## src/quad_output_read_cmd_pkg.sv

```systemverilog
package quad_output_read_cmd_pkg;

  // array geometry and data path
  localparam int ADDR_W = 24;
  localparam int BYTE_W = 8;
  localparam int NIB_W = 4;
  localparam int FIFO_DEPTH = 8;
  localparam int CNT_W = 6;

  // command codes
  localparam logic [7:0] CMD_QUAD_OUTPUT_READ = 8'h6B;
  localparam logic [7:0] CMD_FOUR_LINE_ADDR_READ = 8'hEB;
  localparam logic [7:0] CMD_WORD_READ = 8'hE7;
  localparam logic [7:0] CMD_WRAP_SETUP = 8'h77;
  localparam logic [7:0] CMD_CONT_RESET = 8'hFF;

  // phase lengths in serial clocks
  localparam logic [CNT_W-1:0] SERIAL_OPCODE_CLKS = 6'h08;
  localparam logic [CNT_W-1:0] QUAD_OPCODE_CLKS = 6'h02;
  localparam logic [CNT_W-1:0] SERIAL_ADDR_CLKS = 6'h18;
  localparam logic [CNT_W-1:0] QUAD_ADDR_CLKS = 6'h06;
  localparam logic [CNT_W-1:0] MODE_CLKS = 6'h02;
  localparam logic [CNT_W-1:0] QOUT_DUMMY_CLKS = 6'h08;
  localparam logic [CNT_W-1:0] FOUR_LINE_DUMMY_CLKS = 6'h04;
  localparam logic [CNT_W-1:0] WORD_DUMMY_CLKS = 6'h02;
  localparam logic [CNT_W-1:0] WRAP_SETUP_CLKS = 6'h20;
  localparam logic [CNT_W-1:0] QPI_DUMMY_LOW = 6'h04;
  localparam logic [CNT_W-1:0] QPI_DUMMY_MID = 6'h06;
  localparam logic [CNT_W-1:0] QPI_DUMMY_HIGH = 6'h08;

  // continuation mode byte and wrap settings byte fields
  localparam int MODE_CONT_LSB = 4;
  localparam logic [1:0] MODE_CONT_KEEP = 2'h2;
  localparam int WRAP_DIS_POS = 4;
  localparam int WRAP_LEN_LSB = 5;
  localparam logic WRAP_DIS_RESET = 1'b1;
  localparam logic [1:0] WRAP_LEN_RESET = 2'h0;

  typedef enum logic [7:0] {
    ST_IDLE = 8'h01,
    ST_OPCODE = 8'h02,
    ST_ADDR = 8'h04,
    ST_MODE = 8'h08,
    ST_DUMMY = 8'h10,
    ST_DATA = 8'h20,
    ST_WRAP = 8'h40,
    ST_IGNORE = 8'h80
  } phase_e;

  typedef enum logic [1:0] {
    RD_QOUT = 2'h0,
    RD_QUAD = 2'h1,
    RD_WORD = 2'h2
  } read_kind_e;

  typedef struct packed {
    logic cs_n;
    logic sclk;
    logic [NIB_W-1:0] dq;
  } pin_sample_s;

  localparam pin_sample_s PIN_IDLE = '{cs_n: 1'b1, sclk: 1'b0, dq: 4'h0};

endpackage : quad_output_read_cmd_pkg

```

## src/pin_sync.sv

```systemverilog
`timescale 1ns/1ps
module pin_sync
  import quad_output_read_cmd_pkg::*;
(
  // clock and reset
  input wire logic clk_in,
  input wire logic rst_n_in,
  // pins
  input wire pin_sample_s pins_in,
  output pin_sample_s pins_out
);

  pin_sample_s meta_reg;
  pin_sample_s stable_reg;

  always_ff @(posedge clk_in)
  begin
    if (!rst_n_in)
    begin
      meta_reg <= PIN_IDLE;
      stable_reg <= PIN_IDLE;
    end
    else
    begin
      meta_reg <= pins_in;
      stable_reg <= meta_reg;
    end
  end

  assign pins_out = stable_reg;

endmodule : pin_sync

```

## src/byte_fifo.sv

```systemverilog
`timescale 1ns/1ps
module byte_fifo #(
  parameter int WIDTH = 8,
  parameter int DEPTH = 8
) (
  // clock and reset
  input wire logic clk_in,
  input wire logic rst_n_in,
  input wire logic flush_in,
  // fill side
  input wire logic in_valid_in,
  output logic in_ready_out,
  input wire logic [WIDTH-1:0] in_data_in,
  // drain side
  output logic out_valid_out,
  input wire logic out_ready_in,
  output logic [WIDTH-1:0] out_data_out,
  output logic [$clog2(DEPTH):0] level_out
);

  localparam int PW = $clog2(DEPTH);

  generate
    if (DEPTH < 2 || (DEPTH & (DEPTH - 1)) != 0)
    begin : g_bad_depth
      $error("byte_fifo depth must be a power of two, at least 2");
    end
  endgenerate

  logic [WIDTH-1:0] mem [DEPTH];
  logic [PW-1:0] wr_reg, wr_next;
  logic [PW-1:0] rd_reg, rd_next;
  logic [PW:0] cnt_reg, cnt_next;
  logic push, pop;

  assign in_ready_out = (cnt_reg != (PW+1)'(DEPTH));
  assign out_valid_out = (cnt_reg != '0);
  assign out_data_out = mem[rd_reg];
  assign level_out = cnt_reg;

  always_comb
  begin
    push = in_valid_in && in_ready_out && !flush_in;
    pop = out_valid_out && out_ready_in && !flush_in;
    wr_next = push ? wr_reg + 1'b1 : wr_reg;
    rd_next = pop ? rd_reg + 1'b1 : rd_reg;
    cnt_next = cnt_reg + (PW+1)'(push) - (PW+1)'(pop);
    if (flush_in)
    begin
      wr_next = '0;
      rd_next = '0;
      cnt_next = '0;
    end
  end

  always_ff @(posedge clk_in)
  begin
    if (!rst_n_in)
    begin
      wr_reg <= '0;
      rd_reg <= '0;
      cnt_reg <= '0;
    end
    else
    begin
      wr_reg <= wr_next;
      rd_reg <= rd_next;
      cnt_reg <= cnt_next;
    end
  end

  // storage needs no reset; only valid entries are ever read
  always_ff @(posedge clk_in)
  begin
    if (push)
    begin
      mem[wr_reg] <= in_data_in;
    end
  end

endmodule : byte_fifo

```

## src/quad_read_ctrl.sv

```systemverilog
`timescale 1ns/1ps
//
// Functional notes
// - address sampled on rising clock, data nibbles change on falling clock
// - any start address, increments per byte, wraps to zero at the top
// - quad output read: opcode, serial address, eight dummy, nibble data
// - four-line reads ignored while program, erase or status write busy
// - four-line read: opcode, quad address, two mode plus four dummy, data
// - mode bits five-four one-zero: next transaction skips the opcode
// - other mode bits: leave continuous mode at next chip select cycle
// - continuation reset command clears the mode bits
// - wrap setup: opcode, 24 dummy bits, wrap byte, then deselect
// - wrap enabled: reads other than quad output read wrap in 8, 16, 32 or 64 byte sections
// - wrap disable defaults to one; setting it again restores linear reads
// - four-line command mode reads never wrap
// - four-line command mode dummy count is four, six or eight
// - dummy field 00 and 01 give four, 10 six, 11 eight
// - four-line command mode counts mode clocks as dummy, continuation kept
// - word read: even address, quad enable, two dummy clocks; address bit zero is neither checked nor forced here
// - word read continuation with mode bits one-zero skips the opcode
module quad_read_ctrl
  import quad_output_read_cmd_pkg::*;
(
  // clock and reset
  input wire logic CORE_CLK_IN,
  input wire logic RST_N_IN,
  // serial link pins
  input wire logic CS_N_IN,
  input wire logic SCLK_IN,
  input wire logic [NIB_W-1:0] DQ_IN,
  output logic [NIB_W-1:0] DQ_OUT,
  output logic [NIB_W-1:0] DQ_OE_OUT,
  // device configuration and status
  input wire logic QUAD_ENABLE_IN,
  input wire logic FOUR_LINE_MODE_IN,
  input wire logic [1:0] DUMMY_SEL_IN,
  input wire logic WRITE_BUSY_IN,
  output logic CONT_MODE_OUT,
  output logic WRAP_DISABLE_OUT,
  output logic [1:0] WRAP_LENGTH_OUT,
  // array read port
  output logic ARRAY_REQ_OUT,
  output logic [ADDR_W-1:0] ARRAY_ADDR_OUT,
  input wire logic ARRAY_VALID_IN,
  input wire logic [BYTE_W-1:0] ARRAY_DATA_IN
);

  localparam int LW = $clog2(FIFO_DEPTH) + 1;

  ////////////////////////////////////////////////////////////////////////////
  // pin sampling and edge detection
  pin_sample_s raw_pins, pins, prev_reg;
  logic sclk_rise, sclk_fall, cs_fall, cs_rise;

  assign raw_pins = '{cs_n: CS_N_IN, sclk: SCLK_IN, dq: DQ_IN};

  pin_sync u_sync (
    .clk_in(CORE_CLK_IN),
    .rst_n_in(RST_N_IN),
    .pins_in(raw_pins),
    .pins_out(pins)
  );

  always_ff @(posedge CORE_CLK_IN)
  begin
    if (!RST_N_IN)
    begin
      prev_reg <= PIN_IDLE;
    end
    else
    begin
      prev_reg <= pins;
    end
  end

  // dq travels with sclk through the same stages, so samples line up
  assign sclk_rise = pins.sclk && !prev_reg.sclk && !pins.cs_n;
  assign sclk_fall = !pins.sclk && prev_reg.sclk && !pins.cs_n;
  assign cs_fall = !pins.cs_n && prev_reg.cs_n;
  assign cs_rise = pins.cs_n && !prev_reg.cs_n;

  ////////////////////////////////////////////////////////////////////////////
  // byte prefetch buffer
  logic fifo_in_ready, fifo_out_valid, fifo_pop, fifo_flush, fifo_push;
  logic [BYTE_W-1:0] fifo_out_data;
  logic [LW-1:0] fifo_level;

  byte_fifo #(
    .WIDTH(BYTE_W),
    .DEPTH(FIFO_DEPTH)
  ) u_fifo (
    .clk_in(CORE_CLK_IN),
    .rst_n_in(RST_N_IN),
    .flush_in(fifo_flush),
    .in_valid_in(fifo_push),
    .in_ready_out(fifo_in_ready),
    .in_data_in(ARRAY_DATA_IN),
    .out_valid_out(fifo_out_valid),
    .out_ready_in(fifo_pop),
    .out_data_out(fifo_out_data),
    .level_out(fifo_level)
  );

  ////////////////////////////////////////////////////////////////////////////
  // command sequencer
  phase_e state_reg, state_next;
  read_kind_e kind_reg, kind_next, cont_kind_reg, cont_kind_next;
  logic [CNT_W-1:0] cnt_reg, cnt_next, len_cur, dummy_reg, dummy_next;
  logic [31:0] shift_reg, shift_next;
  logic cont_reg, cont_next;
  logic wrap_dis_reg, wrap_dis_next;
  logic [1:0] wrap_len_reg, wrap_len_next;
  logic fetch_reg, fetch_next;
  logic nib_reg, nib_next;
  logic [BYTE_W-1:0] hold_reg, hold_next;
  logic [NIB_W-1:0] dq_reg, dq_next, oe_reg, oe_next;
  logic load_addr, at_end, serial_in;
  logic [7:0] op;

  always_comb
  begin
    case (state_reg)
      ST_OPCODE: len_cur = FOUR_LINE_MODE_IN ? QUAD_OPCODE_CLKS : SERIAL_OPCODE_CLKS;
      ST_ADDR: len_cur = (kind_reg == RD_QOUT) ? SERIAL_ADDR_CLKS : QUAD_ADDR_CLKS;
      ST_MODE: len_cur = MODE_CLKS;
      ST_DUMMY: len_cur = dummy_reg;
      ST_WRAP: len_cur = WRAP_SETUP_CLKS;
      default: len_cur = SERIAL_OPCODE_CLKS;
    endcase
  end

  always_comb
  begin
    state_next = state_reg;
    kind_next = kind_reg;
    cont_kind_next = cont_kind_reg;
    cnt_next = cnt_reg;
    dummy_next = dummy_reg;
    shift_next = shift_reg;
    cont_next = cont_reg;
    wrap_dis_next = wrap_dis_reg;
    wrap_len_next = wrap_len_reg;
    fetch_next = fetch_reg;
    nib_next = nib_reg;
    hold_next = hold_reg;
    dq_next = dq_reg;
    oe_next = oe_reg;
    load_addr = 1'b0;
    fifo_pop = 1'b0;
    fifo_flush = 1'b0;
    at_end = (cnt_reg == len_cur - 6'h01);
    op = 8'h00;
    // one-line phases take dq0 only; the others take a whole nibble
    serial_in = (state_reg == ST_WRAP) || (state_reg == ST_OPCODE && !FOUR_LINE_MODE_IN)
      || (state_reg == ST_ADDR && kind_reg == RD_QOUT);
    if (cs_rise)
    begin
      state_next = ST_IDLE;
      fetch_next = 1'b0;
      oe_next = '0;
    end
    else if (cs_fall)
    begin
      fifo_flush = 1'b1;
      cnt_next = '0;
      shift_next = '0;
      if (cont_reg && WRITE_BUSY_IN)
      begin
        state_next = ST_IGNORE;
      end
      else if (cont_reg)
      begin
        state_next = ST_ADDR;
        kind_next = cont_kind_reg;
      end
      else
      begin
        state_next = ST_OPCODE;
      end
    end
    else if (sclk_rise && state_reg != ST_DATA && state_reg != ST_IDLE && state_reg != ST_IGNORE)
    begin
      shift_next = serial_in ? {shift_reg[30:0], pins.dq[0]} : {shift_reg[27:0], pins.dq};
      cnt_next = at_end ? '0 : cnt_reg + 6'h01;
      if (at_end)
      begin
        case (state_reg)
          ST_OPCODE:
          begin
            op = shift_next[7:0];
            state_next = ST_IGNORE;
            if (op == CMD_CONT_RESET)
            begin
              cont_next = 1'b0;
            end
            else if (WRITE_BUSY_IN)
            begin
              state_next = ST_IGNORE;
            end
            else if (op == CMD_FOUR_LINE_ADDR_READ && (QUAD_ENABLE_IN || FOUR_LINE_MODE_IN))
            begin
              state_next = ST_ADDR;
              kind_next = RD_QUAD;
            end
            else if (op == CMD_QUAD_OUTPUT_READ && QUAD_ENABLE_IN && !FOUR_LINE_MODE_IN)
            begin
              state_next = ST_ADDR;
              kind_next = RD_QOUT;
            end
            else if (op == CMD_WORD_READ && QUAD_ENABLE_IN && !FOUR_LINE_MODE_IN)
            begin
              state_next = ST_ADDR;
              kind_next = RD_WORD;
            end
            else if (op == CMD_WRAP_SETUP && !FOUR_LINE_MODE_IN)
            begin
              state_next = ST_WRAP;
            end
          end
          ST_ADDR:
          begin
            load_addr = 1'b1;
            fetch_next = 1'b1;
            state_next = (kind_reg == RD_QOUT) ? ST_DUMMY : ST_MODE;
            if (kind_reg == RD_QOUT)
            begin
              dummy_next = QOUT_DUMMY_CLKS;
            end
            else if (kind_reg == RD_WORD)
            begin
              dummy_next = WORD_DUMMY_CLKS;
            end
            else if (FOUR_LINE_MODE_IN)
            begin
              // mode clocks are part of the configured count
              case (DUMMY_SEL_IN)
                2'h2: dummy_next = QPI_DUMMY_MID - MODE_CLKS;
                2'h3: dummy_next = QPI_DUMMY_HIGH - MODE_CLKS;
                default: dummy_next = QPI_DUMMY_LOW - MODE_CLKS;
              endcase
            end
            else
            begin
              dummy_next = FOUR_LINE_DUMMY_CLKS;
            end
          end
          ST_MODE:
          begin
            state_next = ST_DUMMY;
            cont_next = (shift_next[MODE_CONT_LSB +: 2] == MODE_CONT_KEEP);
            cont_kind_next = kind_reg;
          end
          ST_DUMMY:
          begin
            state_next = ST_DATA;
            nib_next = 1'b0;
          end
          ST_WRAP:
          begin
            state_next = ST_IGNORE;
            wrap_dis_next = shift_next[WRAP_DIS_POS];
            wrap_len_next = shift_next[WRAP_LEN_LSB +: 2];
          end
          default:
          begin
            state_next = ST_IGNORE;
          end
        endcase
      end
    end
    else if (sclk_fall && state_reg == ST_DATA)
    begin
      oe_next = '1;
      nib_next = !nib_reg;
      if (!nib_reg)
      begin
        // an empty buffer repeats the last byte rather than stall the link
        fifo_pop = fifo_out_valid;
        hold_next = fifo_out_valid ? fifo_out_data : hold_reg;
        dq_next = fifo_out_valid ? fifo_out_data[7:4] : hold_reg[7:4];
      end
      else
      begin
        dq_next = hold_reg[3:0];
      end
    end
  end

  always_ff @(posedge CORE_CLK_IN)
  begin
    if (!RST_N_IN)
    begin
      state_reg <= ST_IDLE;
      kind_reg <= RD_QUAD;
      cont_kind_reg <= RD_QUAD;
      cnt_reg <= '0;
      dummy_reg <= FOUR_LINE_DUMMY_CLKS;
      shift_reg <= '0;
      cont_reg <= 1'b0;
      wrap_dis_reg <= WRAP_DIS_RESET;
      wrap_len_reg <= WRAP_LEN_RESET;
      fetch_reg <= 1'b0;
      nib_reg <= 1'b0;
      hold_reg <= '0;
      dq_reg <= '0;
      oe_reg <= '0;
    end
    else
    begin
      state_reg <= state_next;
      kind_reg <= kind_next;
      cont_kind_reg <= cont_kind_next;
      cnt_reg <= cnt_next;
      dummy_reg <= dummy_next;
      shift_reg <= shift_next;
      cont_reg <= cont_next;
      wrap_dis_reg <= wrap_dis_next;
      wrap_len_reg <= wrap_len_next;
      fetch_reg <= fetch_next;
      nib_reg <= nib_next;
      hold_reg <= hold_next;
      dq_reg <= dq_next;
      oe_reg <= oe_next;
    end
  end

  ////////////////////////////////////////////////////////////////////////////
  // array address counter and fetch request
  logic [ADDR_W-1:0] addr_reg, addr_next, wrap_mask, addr_inc;
  logic req_reg, req_next, wrap_on;
  logic [LW-1:0] level_after;

  always_comb
  begin
    case (wrap_len_reg)
      2'h0: wrap_mask = 24'h000007;
      2'h1: wrap_mask = 24'h00000F;
      2'h2: wrap_mask = 24'h00001F;
      default: wrap_mask = 24'h00003F;
    endcase
    wrap_on = !wrap_dis_reg && !FOUR_LINE_MODE_IN && kind_reg != RD_QOUT;
    fifo_push = req_reg && ARRAY_VALID_IN && fifo_in_ready && !fifo_flush;
    addr_inc = addr_reg + 24'h000001;
    addr_next = addr_reg;
    if (load_addr)
    begin
      addr_next = shift_next[ADDR_W-1:0];
    end
    else if (fifo_push)
    begin
      addr_next = wrap_on ? ((addr_reg & ~wrap_mask) | (addr_inc & wrap_mask)) : addr_inc;
    end
    // keep one slot spare so a beat taken next cycle always fits
    level_after = fifo_level + LW'(fifo_push) - LW'(fifo_pop);
    req_next = fetch_next && !fifo_flush && !load_addr && (level_after <= LW'(FIFO_DEPTH - 2));
  end

  always_ff @(posedge CORE_CLK_IN)
  begin
    if (!RST_N_IN)
    begin
      addr_reg <= '0;
      req_reg <= 1'b0;
    end
    else
    begin
      addr_reg <= addr_next;
      req_reg <= req_next;
    end
  end

  ////////////////////////////////////////////////////////////////////////////
  // outputs
  assign DQ_OUT = dq_reg;
  assign DQ_OE_OUT = oe_reg;
  assign CONT_MODE_OUT = cont_reg;
  assign WRAP_DISABLE_OUT = wrap_dis_reg;
  assign WRAP_LENGTH_OUT = wrap_len_reg;
  assign ARRAY_REQ_OUT = req_reg;
  assign ARRAY_ADDR_OUT = addr_reg;

endmodule : quad_read_ctrl

```

## config.mk

```make
export PLATFORM = sky130hd
export DESIGN_NAME = quad_read_ctrl
export DESIGN_NICKNAME = d
export VERILOG_FILES = /design/src/quad_output_read_cmd_pkg.sv /design/src/pin_sync.sv /design/src/byte_fifo.sv /design/src/quad_read_ctrl.sv
export SDC_FILE = /design/constraint.sdc
export NUM_CORES = 1
export LEC_CHECK = 0
export BUFFER_PORTS_ARGS = -buffer_cell sky130_fd_sc_hd__buf_2
export CAP_MARGIN = 20
export CORE_UTILIZATION = 45
export CTS_CLUSTER_DIAMETER = 60
export CTS_CLUSTER_SIZE = 20
export DETAILED_ROUTE_END_ITERATION = 8
export SLEW_MARGIN = 20
export SYNTH_ARGS = -nofsm -noshare
export SYNTH_HDL_FRONTEND = slang
export SYNTH_SLANG_ARGS = --single-unit
export TNS_END_PERCENT = 100
```

## constraint.sdc

```tcl
create_clock -name CORE_CLK_IN -period 5.8 [get_ports CORE_CLK_IN]
set_input_delay 0.87 -clock CORE_CLK_IN [delete_from_list [all_inputs] [get_ports CORE_CLK_IN]]
set_output_delay 0.87 -clock CORE_CLK_IN [all_outputs]
set_load 0.01 [all_outputs]
```

==> results.py <==
metrics = {
    "timing": {
        "finalClockSkew_ps": 16.0,
        "setup_tns_ps": 0,
        "period_share": 0.620,
        "worstMarginPinSlew_ps": 978,
        "slew_violations": 0,
        "hold_violations": 0,
        "max-slew-margin-rel": 0.345,
        "fmax_mhz": 278,
        "min_period_ps": 3600,
        "setup_viol": 0,
        "rsz0062_at_grt": "false",
    },
    "global_routing": {
        "groute.usage.overall": 0.219,
        "overflow": 0,
        "grt_pass1_wl_um": 32900,
        "first_global_vias": 6190,
        "antenna_found_initial": 0,
        "grt_max_degree": 55,
    },
    "clock_network": {
        "holdBufCountCts": 0,
        "post_cts_buffers": 0,
        "clkLatencyLatePin_ps": 440,
        "cts_resized": 0,
        "path_clk_slew_ps": 80,
        "clkSinkCount": 180,
        "cts_root_buf": "clkbuf_16",
        "tritoncts": "built",
        "cts.htree.levels": 4,
        "clockBufferDepth": 2,
        "numCtsBuffers": 17,
    },
    "logic_synthesis": {
        "yosys.cell_count.top_type": "dfxtp_1",
        "synthTopCellsByArea": "dfxtp_1, edfxtp_1, mux4_2, nand2_1, nor2_1",
        "yosysWarnings": 0,
        "mappedNetlistNets": 869,
        "synthCells": 829,
        "ys_top_cells_by_count": "dfxtp_1, nand2_1, nor2_1, edfxtp_1, a21oi_1",
        "synth-seq-cells": 180,
        "syn_area_per_cell_um2": 10.4,
        "synth_edf_count": 64,
        "synth_cell_types": 73,
        "synth-async-reset-ratio": 0,
        "syn-cell-area_mm2": 0.00863,
        "synth_top_area_share": 0.269,
        "synth_flop_cell": "dfxtp_1",
        "yosysTopAreaCell": "dfxtp_1",
        "yosysSeqAreaShare": 0.492,
    },
    "cells_and_area": {
        "nets": 903,
        "largest_register_ffs": 64,
        "regArea_mm2": 0.00425,
        "stdcell_count": 1110,
        "antennaDiodeCount": 0,
        "fillCellCount": 1703,
        "multi_input_area_mm2": 0.00409,
        "drive_above_1_share": 0.186,
        "area_growth_pct": 12.5,
        "final_area_mm2": 0.00971,
    },
    "setup_path": {
        "worstPathCellList": "nor3_4 -> nand2_1 -> nor4_4 -> nor3b_1 -> ha_1 -> inv_1 -> ha_1 -> a21o_1 -> a21oi_1 -> xnor2_1 -> nor2_1",
        "cp-end-kind": "flip-flop",
        "slowest_stage": "nor4_4",
        "crit_top_cell": "ha_1",
        "start_kind": "flip-flop",
        "crit_fanout": 12,
        "max_stage_delay_ps": 640,
        "critical_path_class": "flip-flop to flip-flop",
        "cp.arrival_ps": 3910,
        "crit_required_ps": 6110,
    },
    "route": {
        "vias": 6315,
        "drt-pass1-iter-count": 5,
        "drt-wirelength-per-cell_um": 18.5,
        "drc": 0,
        "routed_wl_um": 20500,
        "ant_nets": 0,
        "vias_per_cell": 5.69,
        "drt_iter0_drc": 423,
    },
    "die": {
        "dieArea_mm2": 0.0197,
        "die_y_um": 141,
        "die_w_um": 141,
        "core_area_mm2": 0.0188,
        "row_count": 50,
        "pin_count": 59,
        "initial_core_util": 0.460,
    },
    "power": {
        "p_per_area_mw_per_mm2": 265,
        "ir_drop_uv": 223,
        "p_leak_uw": 0.00361,
    },
    "placed_design": {
        "dp_cells": 1078,
        "dpl_cell_area_mm2": 0.00907,
        "routabilityCongestion": 0.843,
        "dpl.hpwl_um": 14100,
        "port_buffers": 58,
    },
    "outcome": {
        "status": "finished clean",
    },
    "min_path": {
        "hold_path.class": "flip-flop to flip-flop",
    },
    "flow_run": {
        "drv_cap": 0,
    },
}
==> where the power goes <==
| part | internal, uW | total, uW | switching, uW |
|---|---|---|---|
| sequential | 1310 | 1310 | 4.16 |
| combinational | 16.3 | 58.4 | 42.1 |
| clock | 601 | 1200 | 601 |
| total | 1930 | 2570 | 647 |
==> logic make-up after synthesis <==
family          Yosys count  synth area share
flops                   180             0.492
simple gates            307             0.182
xor+xnor                 42            0.0443
compound gates          146             0.121
fa+ha+maj                18            0.0278
buf+inv                  77            0.0393
mux                      59            0.0940
==> final timing paths <==
check | start | to | slack, ps | cells after the start
hold reg to reg | u_sync.meta_reg[5]$_SDFF_PN1_ | u_sync.pins_out[5]$_SDFF_PN1_ | 420 | 1
setup reg to reg | state_reg[3]$_SDFFE_PP0P_ | u_fifo.level_out[3]$_SDFF_PP0_ | 2200 | 11
hold / removal | u_sync.meta_reg[5]$_SDFF_PN1_ | u_sync.pins_out[5]$_SDFF_PN1_ | 420 | 1
setup / recovery | state_reg[3]$_SDFFE_PP0P_ | u_fifo.level_out[3]$_SDFF_PP0_ | 2200 | 11
==> critical path, delay by kind of cell (launching register included) <==
family,cells,cell delay (ps)
buffers and inverters,1,60
AOI/OAI and AO/OA,2,390
xor gates and xnor gates,1,160
and+or+nand+nor,5,1870
adders and majority gates,2,600
DFF,1,390
==> metrics by stage <==
stage | util | hold slack, ps | setup WS, ps | power (uW)
after global routing | 0.518 | 443 | 1930 | 2660
final | 0.518 | 425 | 2200 | 2570
after CTS | 0.517 | 430 | 1870 | 2600
after floorplan | - | 386 | 2580 | 1370
after detailed placement | 0.483 | 411 | 1560 | 1400
after global placement | 0.483 | 398 | 1760 | 1400
==> layout by cell type, fill, tap and decap left out, types with 24 or more instances in the layout <==
master	instances
edfxtp_1	64
o21ai_0	27
mux2i_1	26
dfxtp_1	115
a21oi_1	35
nand2_1	86
and2_1	24
inv_1	24
buf_2	58
nor2_1	83
nand3_1	27
==> routing by layer <==
metal | GRT usage | part of all wire | up-vias | routed length, um
met5 | 0 | 0 | - | 0
met4 | 0.0761 | 0.021 | 0 | 422
met3 | 0.0465 | 0.041 | 35 | 839
met2 | 0.387 | 0.51 | 151 | 10500
met1 | 0.264 | 0.43 | 3083 | 8740
li1 | - | - | 3046 | -
==> area by class of cell <==
class,instances,share of cell area
Inverter,25,0.00966
Tap cell,234,0.0301
Multi-Input combinational cell,572,0.421
Clock inverter,15,0.0211
Clock buffer,17,0.0438
Sequential cell,180,0.437
Timing Repair Buffer,67,0.0368
Note: power is estimated with default switching activity, not from simulation.
